===== src/inc/bfb_consts.vh =====
// Constants for the burst flash bus interface
`ifndef BFB_CONSTS_VH
`define BFB_CONSTS_VH
`define BFB_ADDR_W_32M 21
`define BFB_ADDR_W_64M 22
`define BFB_ADDR_W_128M 23
`define BFB_DATA_W 16
`define BFB_RCR_POL_BIT 10
`define BFB_LATENCY 3
`define BFB_BURST_LEN 4
`define BFB_MEM_DEPTH_LOG2 6
`define BFB_MODE_ASYNC 1'b0
`define BFB_MODE_SYNC 1'b1
`endif


===== src/rtl/bfb_edge_det.v =====
// Synchronous edge detector for host strobes sampled on the system clock
`timescale 1ns/10ps
`default_nettype none
module bfb_edge_det #(
  parameter RST_LVL = 1'b1
) (
  input wire i_sys_clk,
  input wire i_rst,
  input wire i_sig,
  output reg o_rise,
  output reg o_fall,
  output reg o_level
);
  reg prev;

  // Previous sample and registered edge pulses
  always @(posedge i_sys_clk or posedge i_rst)
  begin
    if (i_rst)
    begin
      // Reset to the pin's idle level so release makes no false edge
      prev <= RST_LVL;
      o_rise <= 1'b0;
      o_fall <= 1'b0;
      o_level <= RST_LVL;
    end
    else
    begin
      prev <= i_sig;
      o_level <= i_sig;
      o_rise <= i_sig & ~prev;
      o_fall <= ~i_sig & prev;
    end
  end
endmodule
`default_nettype wire


===== src/rtl/bfb_mem.v =====
// Small array model with registered read data
`timescale 1ns/10ps
`default_nettype none
module bfb_mem #(
  parameter AW = 6,
  parameter DW = 16
) (
  input wire i_sys_clk,
  input wire i_we,
  input wire [AW-1:0] i_waddr,
  input wire [DW-1:0] i_wdata,
  input wire [AW-1:0] i_raddr,
  output reg [DW-1:0] o_rdata
);
  reg [DW-1:0] mem [0:(1<<AW)-1];

  // Write port and registered read port
  always @(posedge i_sys_clk)
  begin
    if (i_we)
      mem[i_waddr] <= i_wdata;
    o_rdata <= mem[i_raddr];
  end
endmodule
`default_nettype wire


===== src/rtl/bfb_top.v =====
// Device-side pin interface of a partitioned burst NOR flash
// Functional notes
// - Address width follows density: 21, 22 or 23 bits.
// - 16-bit data bus carries writes in and read data out.
// - Data outputs float when deselected or outputs disabled.
// - Write data is captured into an internal holding latch.
// - Sync address latched on strobe rise or first active clock edge.
// - Active bus clock edge is selectable rising or falling.
// - Bus clock advances internal burst address generator.
// - Chip select enables the internal logic and buffers.
// - Chip select deasserted means standby with data and pending outputs floated.
// - Data driven only while output enable asserted.
// - Reset low clears sequencer and refuses writes.
// - After reset the device is in asynchronous array read.
// - Data-pending output flags valid data in sync reads.
// - Data-pending polarity follows read configuration bit 10.
// - Data-pending floats when chip select is deasserted.
// - Data-pending is not gated by output enable.
// - Write address and data taken on write strobe rising edge.
`include "bfb_consts.vh"
`timescale 1ns/10ps
`default_nettype none
module bfb_top #(
  parameter ADDR_W = `BFB_ADDR_W_128M,
  parameter DATA_W = `BFB_DATA_W,
  parameter MEM_AW = `BFB_MEM_DEPTH_LOG2,
  parameter LATENCY = `BFB_LATENCY,
  parameter BURST_LEN = `BFB_BURST_LEN
) (
  input wire i_sys_clk,
  input wire i_rst,
  input wire i_rst_pin_n,
  input wire [ADDR_W-1:0] i_addr,
  input wire [DATA_W-1:0] i_data,
  output reg [DATA_W-1:0] o_data,
  output wire o_data_oe_n,
  input wire i_addr_valid_strobe_n,
  input wire i_chip_sel_n,
  input wire i_out_en_n,
  input wire i_wr_strobe_n,
  input wire i_bus_clk,
  input wire i_clk_edge_fall,
  input wire i_sync_mode,
  input wire [15:0] i_read_cfg,
  output wire o_wait,
  output wire o_wait_oe_n,
  output wire [DATA_W-1:0] o_hold_data,
  output wire o_hold_valid
);
  // Small counter width for latency and burst position
  localparam CW = 4;
  // Encoded read states
  localparam ST_ARRAY = 2'd0;
  localparam ST_LATENCY = 2'd1;
  localparam ST_BURST = 2'd2;

  // Pin edge pulses and qualifiers
  wire adv_rise;
  wire bclk_rise;
  wire bclk_fall;
  wire bclk_lvl;
  wire we_rise;
  wire bclk_edge;
  wire selected;
  wire in_reset;
  wire [DATA_W-1:0] rdata;
  // Sequencer and latch state
  reg [ADDR_W-1:0] wr_addr_q;
  reg [DATA_W-1:0] wr_data_q;
  reg [ADDR_W-1:0] addr_q;
  reg [ADDR_W-1:0] burst_addr;
  reg [DATA_W-1:0] hold_data;
  reg hold_valid;
  reg [1:0] state;
  reg [CW-1:0] cnt;
  reg addr_taken;
  reg data_ready;
  reg [MEM_AW-1:0] raddr;

  // Pin reset and chip select qualify the latch, sequencer, array write and drivers below
  assign in_reset = ~i_rst_pin_n;
  assign selected = ~i_chip_sel_n & ~in_reset;

  // Strobes are sampled as levels; each edge is seen one cycle late,
  // which every timing count below allows for
  bfb_edge_det u_adv (
    .i_sys_clk(i_sys_clk),
    .i_rst(i_rst),
    .i_sig(i_addr_valid_strobe_n),
    .o_rise(adv_rise),
    .o_fall(),
    .o_level()
  );

  // Bus clock idles low, so its detector resets low to avoid a false fall
  bfb_edge_det #(
    .RST_LVL(1'b0)
  ) u_bclk (
    .i_sys_clk(i_sys_clk),
    .i_rst(i_rst),
    .i_sig(i_bus_clk),
    .o_rise(bclk_rise),
    .o_fall(bclk_fall),
    .o_level(bclk_lvl)
  );

  // Write strobe rise marks the end of a write cycle
  bfb_edge_det u_we (
    .i_sys_clk(i_sys_clk),
    .i_rst(i_rst),
    .i_sig(i_wr_strobe_n),
    .o_rise(we_rise),
    .o_fall(),
    .o_level()
  );

  // Selectable active bus clock edge
  assign bclk_edge = i_clk_edge_fall ? bclk_fall : bclk_rise;

  // Address and data as they stood while the strobe was low, so the host
  // may change the bus as soon as the strobe rises
  always @(posedge i_sys_clk or posedge i_rst)
  begin
    if (i_rst)
    begin
      wr_addr_q <= {ADDR_W{1'b0}};
      wr_data_q <= {DATA_W{1'b0}};
    end
    else if (!i_wr_strobe_n)
    begin
      wr_addr_q <= i_addr;
      wr_data_q <= i_data;
    end
  end

  // Write capture on write strobe rise; refused under reset or deselect
  // The holding latch keeps the last word until the next accepted write
  always @(posedge i_sys_clk or posedge i_rst)
  begin
    if (i_rst)
    begin
      hold_data <= {DATA_W{1'b0}};
      hold_valid <= 1'b0;
    end
    else if (in_reset)
      hold_valid <= 1'b0;
    else if (we_rise && selected)
    begin
      hold_data <= wr_data_q;
      hold_valid <= 1'b1;
    end
  end

  assign o_hold_data = hold_data;
  assign o_hold_valid = hold_valid;

  // Read sequencer: async array read, or sync latency then burst
  // Latency counts active bus edges after the address is taken; the burst
  // then runs BURST_LEN edges before the pending flag returns
  always @(posedge i_sys_clk or posedge i_rst)
  begin
    if (i_rst)
    begin
      state <= ST_ARRAY;
      cnt <= {CW{1'b0}};
      addr_q <= {ADDR_W{1'b0}};
      burst_addr <= {ADDR_W{1'b0}};
      addr_taken <= 1'b0;
      data_ready <= 1'b0;
    end
    else if (in_reset)
    begin
      state <= ST_ARRAY;
      cnt <= {CW{1'b0}};
      addr_taken <= 1'b0;
      data_ready <= 1'b0;
    end
    else if (!selected)
    begin
      // Deselect ends any burst but keeps the address
      state <= ST_ARRAY;
      addr_taken <= 1'b0;
      data_ready <= 1'b0;
    end
    else
    begin
      if (!i_addr_valid_strobe_n && !(i_sync_mode == `BFB_MODE_SYNC))
        addr_q <= i_addr;
      // Whichever of strobe rise or active edge comes first takes it
      if (i_sync_mode == `BFB_MODE_SYNC && !addr_taken &&
          (adv_rise || (bclk_edge && !i_addr_valid_strobe_n)))
      begin
        addr_q <= i_addr;
        burst_addr <= i_addr;
        addr_taken <= 1'b1;
        state <= ST_LATENCY;
        cnt <= {CW{1'b0}};
        data_ready <= 1'b0;
      end
      else
      begin
        // A new strobe low period during the burst rearms the capture
        if (!i_addr_valid_strobe_n && state == ST_BURST)
          addr_taken <= 1'b0;
        case (state)
          // Async reads need no pending flag
          ST_ARRAY:
          begin
            data_ready <= 1'b0;
          end
          // Count active edges until the first word is valid
          ST_LATENCY:
          begin
            if (bclk_edge)
            begin
              if (cnt == LATENCY[CW-1:0] - 4'h1)
              begin
                state <= ST_BURST;
                cnt <= {CW{1'b0}};
                data_ready <= 1'b1;
              end
              else
                cnt <= cnt + 4'h1;
            end
          end
          // Each active edge moves the burst on by one word
          ST_BURST:
          begin
            if (bclk_edge)
            begin
              burst_addr <= burst_addr + {{(ADDR_W-1){1'b0}}, 1'b1};
              if (cnt == BURST_LEN[CW-1:0] - 4'h1)
              begin
                // Past the burst end the data is not yet valid
                state <= ST_LATENCY;
                cnt <= {CW{1'b0}};
                data_ready <= 1'b0;
              end
              else
                cnt <= cnt + 4'h1;
            end
          end
          // Unused code falls back to array read
          default:
          begin
            state <= ST_ARRAY;
          end
        endcase
      end
    end
  end

  // Array read address follows the burst generator in sync mode
  // Async reads index the array straight from the pins
  always @*
  begin
    if (i_sync_mode == `BFB_MODE_SYNC)
      raddr = burst_addr[MEM_AW-1:0];
    else
      raddr = i_addr[MEM_AW-1:0];
  end

  // Array writes use the same captured word as the holding latch
  bfb_mem #(
    .AW(MEM_AW),
    .DW(DATA_W)
  ) u_mem (
    .i_sys_clk(i_sys_clk),
    .i_we(we_rise & selected),
    .i_waddr(wr_addr_q[MEM_AW-1:0]),
    .i_wdata(wr_data_q),
    .i_raddr(raddr),
    .o_rdata(rdata)
  );

  // Registered read data to the pins
  // One register stage keeps the pins clean at the cost of a cycle
  always @(posedge i_sys_clk or posedge i_rst)
  begin
    if (i_rst)
      o_data <= {DATA_W{1'b0}};
    else
      o_data <= rdata;
  end

  // Data drivers: low enable means driving
  // A low write strobe wins so the device never fights the host
  assign o_data_oe_n = ~(selected & ~i_out_en_n & i_wr_strobe_n);

  // Pending flag is independent of output enable; polarity from bit 10
  // Outside sync mode the flag rests at its not-pending level
  assign o_wait = (i_sync_mode == `BFB_MODE_SYNC && !data_ready) ^
                  ~i_read_cfg[`BFB_RCR_POL_BIT];
  assign o_wait_oe_n = ~selected;

  // Bus clock level is unused beyond the edge pulses
  wire unused_ok = bclk_lvl & addr_q[0];
endmodule
`default_nettype wire


===== config.mk =====
export PLATFORM = sky130hd
export DESIGN_NAME = bfb_top
export DESIGN_NICKNAME = d
export VERILOG_FILES = /design/src/rtl/bfb_edge_det.v /design/src/rtl/bfb_mem.v /design/src/rtl/bfb_top.v
export VERILOG_INCLUDE_DIRS = /design/src /design/src/inc
export SDC_FILE = /design/constraint.sdc
export NUM_CORES = 1
export LEC_CHECK = 0
export BUFFER_PORTS_ARGS = -buffer_cell sky130_fd_sc_hd__buf_2
export CORE_ASPECT_RATIO = 0.6
export CORE_MARGIN = 10
export CORE_UTILIZATION = 35
export DETAILED_ROUTE_END_ITERATION = 8
export PLACE_DENSITY_LB_ADDON = 0.25
export REMOVE_ABC_BUFFERS = 1
export SETUP_SLACK_MARGIN = 0.05
export SYNTH_ARGS = -nofsm -noshare
export SYNTH_HDL_FRONTEND = slang
export SYNTH_SLANG_ARGS = --single-unit

===== constraint.sdc =====
create_clock -name i_sys_clk -period 4.65 [get_ports i_sys_clk]
set_input_delay 0 -clock i_sys_clk [delete_from_list [all_inputs] [get_ports i_sys_clk]]
set_output_delay 0 -clock i_sys_clk [all_outputs]
set_load 0.02 [all_outputs]

==> metrics <==
status finished clean; Worst Path Arrival 4540 ps; Most used DFF post-synth edfxtp_1; H-Tree Depth 3; drt initial violations 4466; share of cells above drive strength 1 10.8%; WP buf/inv 1; CP Cell Sequence nand2_1 > o21ai_4 > buf_12 > a21oi_1 > o21ai_0 > nand4_1 > nor4_1; Clock Sinks 1116; post-synthesis cell count 4159; Die ar. 157000 um2; VDD IR max 293 uV; Setup Viol. Count Final 0; Hold Crit Class in2reg; Clock Tree Buf Depth 3; clock root buffer clkbuf_16; # DRC 0; Die W 505 um; Reg clk slew, reported paths 70 ps; post-route cell area 56200 um2; RSZ-0062 raised after global routing no; crit path capture type register; Max-cap violations 0; via total after detailed routing 35674; # IOs 101; Gates resized, CTS repair 0; Lkg Pwr 19.0 nW; Synthesis Warnings 0; pwr/cell area 461 nW/um2; Reg2Reg Setup Slack 740 ps; slowest stage delay, CP 950 ps; metal3 WL 14700 um; Final Wtd Congestion 0.799; largest net degree at the start of global routing 127; crit path launch type register; first-pass GRT wire length 234000 um; Switch Pwr 8.03 mW; wire per inst 25.8 um; vias in the first global route 32834; clk_lat worst skew 730 ps; post-synthesis sequential area ratio 66.8%; post-synth top area share 62.3%; Met2 Wirelength 67600 um; Top Metal Used met5; Post-synth EDFFs 1024; row count 106; met1 wire length 76100 um; gr usage total 19.5%; area grow syn2layout 13.9%; Slew headroom 17.1%; via/cell ratio 5.71; clk_skew 30.0 ps; Clock Power Share 32.6%; fillers 13054; drt pass-1 iters 6; Num CTS Buffers 101; Initial Util 35.3%; CP max FO 59; gr ovfl total 0; sequential power share 45.1%; # port buffers 68; internal power 17.9 mW; Hold Vio Cnt, Final 0; synthesized area 49400 um2; Worst-Margin Slew 1240 ps; fraction of registers with async set/reset 6.81%; initial antenna violation count 12; delay-heaviest family, CP compound AO/OA/AOI/OAI gates; Worst path slowest cell dfrtp_4; hold slack 41.7 ps; Distinct cells, synth 62; Combinational Power Share 22.3%; CTS tree done; Synth area leader edfxtp_1; Slew Limit Fails 0; Fmax achieved 0.256 GHz; Nets 4340; Final period util 84.1%; antenna-violating nets left 0; min Tclk post-route 3910 ps; critical path class reg2reg; largest cells by area after synthesis edfxtp_1 62%, a21oi_1 8.7%, nand2b_1 5.6%; DP Wirelength 95100 um; number of synthesized register bits 1116; Switching Fraction 31.0%; placed cell area 52500 um2; Mapped Avg Cell Area 11.9 um2; Die Height 311 um; post-CTS setup repair buffer count 0; core area 140000 um2; data required time of the worst path 5280 ps; routed wire length 161000 um
## tightest hold or removal path, stage by stage
cell	delay [ps]
dlygate4sd3_1	520
buf_2	100
nor2b_1	110
## path summary, 6_finish.rpt
check,startpoint,cells after the start,end
max,burst_addr[0],7,u_mem.o_rdata[13]
min,i_bus_clk,3,u_bclk.o_rise
max reg2reg,burst_addr[0],7,u_mem.o_rdata[13]
min reg2reg,u_mem.o_rdata[15],0,o_data[15]
max in group asynchronous,i_rst,5,burst_addr[0]
min in group asynchronous,i_rst,4,o_hold_data[3]
## repair_timing
item,4_1_cts,5_1_grt
setup endpoints to repair,0,0
endpoints found under the hold margin,118,0
hold buffers,51,0
## layout make-up
cell class / count / area (um2) / share of cell area (%)
Sequential cell: 1116 / 33000 / 58.7
Multi-Input combinational cell: 2604 / 14600 / 25.9
Clock buffer: 129 / 2710 / 4.81
Timing Repair Buffer: 308 / 2530 / 4.51
Tap cell: 1890 / 2360 / 4.21
Inverter: 141 / 543 / 0.966
Clock inverter: 56 / 488 / 0.868
Antenna cell: 3 / 7.51 / 0.0134
## cell usage after synthesis (74+ instances only)
library cell / number
a22oi_1: 118
dfrtp_1: 74
inv_1: 140
nand2b_1: 438
nand2_1: 201
o22ai_1: 192
buf_2: 119
edfxtp_1: 1024
nor2_1: 86
a21oi_1: 859
o21ai_0: 374
clkbuf_1: 150
## power by group through the flow
stage	Combinational [mW]	Clock (mW)	Sequential, mW
floorplan	3.27	0	12.1
global placement	5.60	0	11.9
detailed placement	5.66	0	11.9
CTS	5.72	8.52	11.7
global route	6.23	8.93	11.7
finish	5.77	8.44	11.7
## kinds of logic (layout without fill, tap and decap cells)
kind of cell | Yosys count | after routing | synth area share, %
AOI/OAI and AO/OA | 1656 | 1656 | 18.6
xor gates and xnor gates | 1 | 1 | 0.0177
adders and majority gates | 3 | 3 | 0.0760
buffers and inverters | 439 | 634 | 3.91
DFF | 1116 | 1116 | 66.8
muxes | 28 | 28 | 0.634
other | 0 | 3 | 0
and+or+nand+nor | 916 | 916 | 10.0
## flip-flops by register name (all words and copies together) (netlist names)
signal	flops
u_bclk.prev	1
o_data	16
state	2
o_hold_valid	1
u_we.prev	1
u_mem.mem	1024
o_hold_data	16
wr_addr_q	6
u_adv.o_rise	1
u_bclk.o_fall	1
cnt	4
data_ready	1
u_we.o_rise	1
u_adv.prev	1
burst_addr	6
addr_taken	1
wr_data_q	16
u_mem.o_rdata	16
u_bclk.o_rise	1
## stage by stage
step / util [%] / setup TNS (ps) / worst slack (ps) / total power [mW] / cells
2_1_floorplan: - / -79740 / -4610 / 15.4 / 3861
3_3_place_gp: 37.6 / 0 / 976 / 17.5 / 6008
3_5_place_dp: 37.6 / 0 / 966 / 17.6 / 6008
4_1_cts: 40.2 / 0 / 935 / 25.9 / 6244
5_1_grt: 40.2 / 0 / 765 / 26.9 / 6244
6_report: 40.2 / 0 / 738 / 25.9 / 6247
## routing by layer
layer / vias up / GRT usage, %
met5: - / 0
met4: 4 / 3.55
li1: 15876 / -
met1: 18047 / 30.8
met3: 172 / 3.48
met2: 1575 / 28.0
## cells in the final DEF, fill, tap and decap left out, types with 78 or more instances in the layout
cell       Yosys  layout
clkbuf_16      0     103
inv_1        140     139
nand2b_1     438     437
o21ai_0      374     374
a22oi_1      118     118
a21oi_1      859     859
o22ai_1      192     192
nand2_1      201     201
edfxtp_1    1024    1024
nor2_1        86      78
buf_4         13     169
Power figures use the tool's default switching activity.
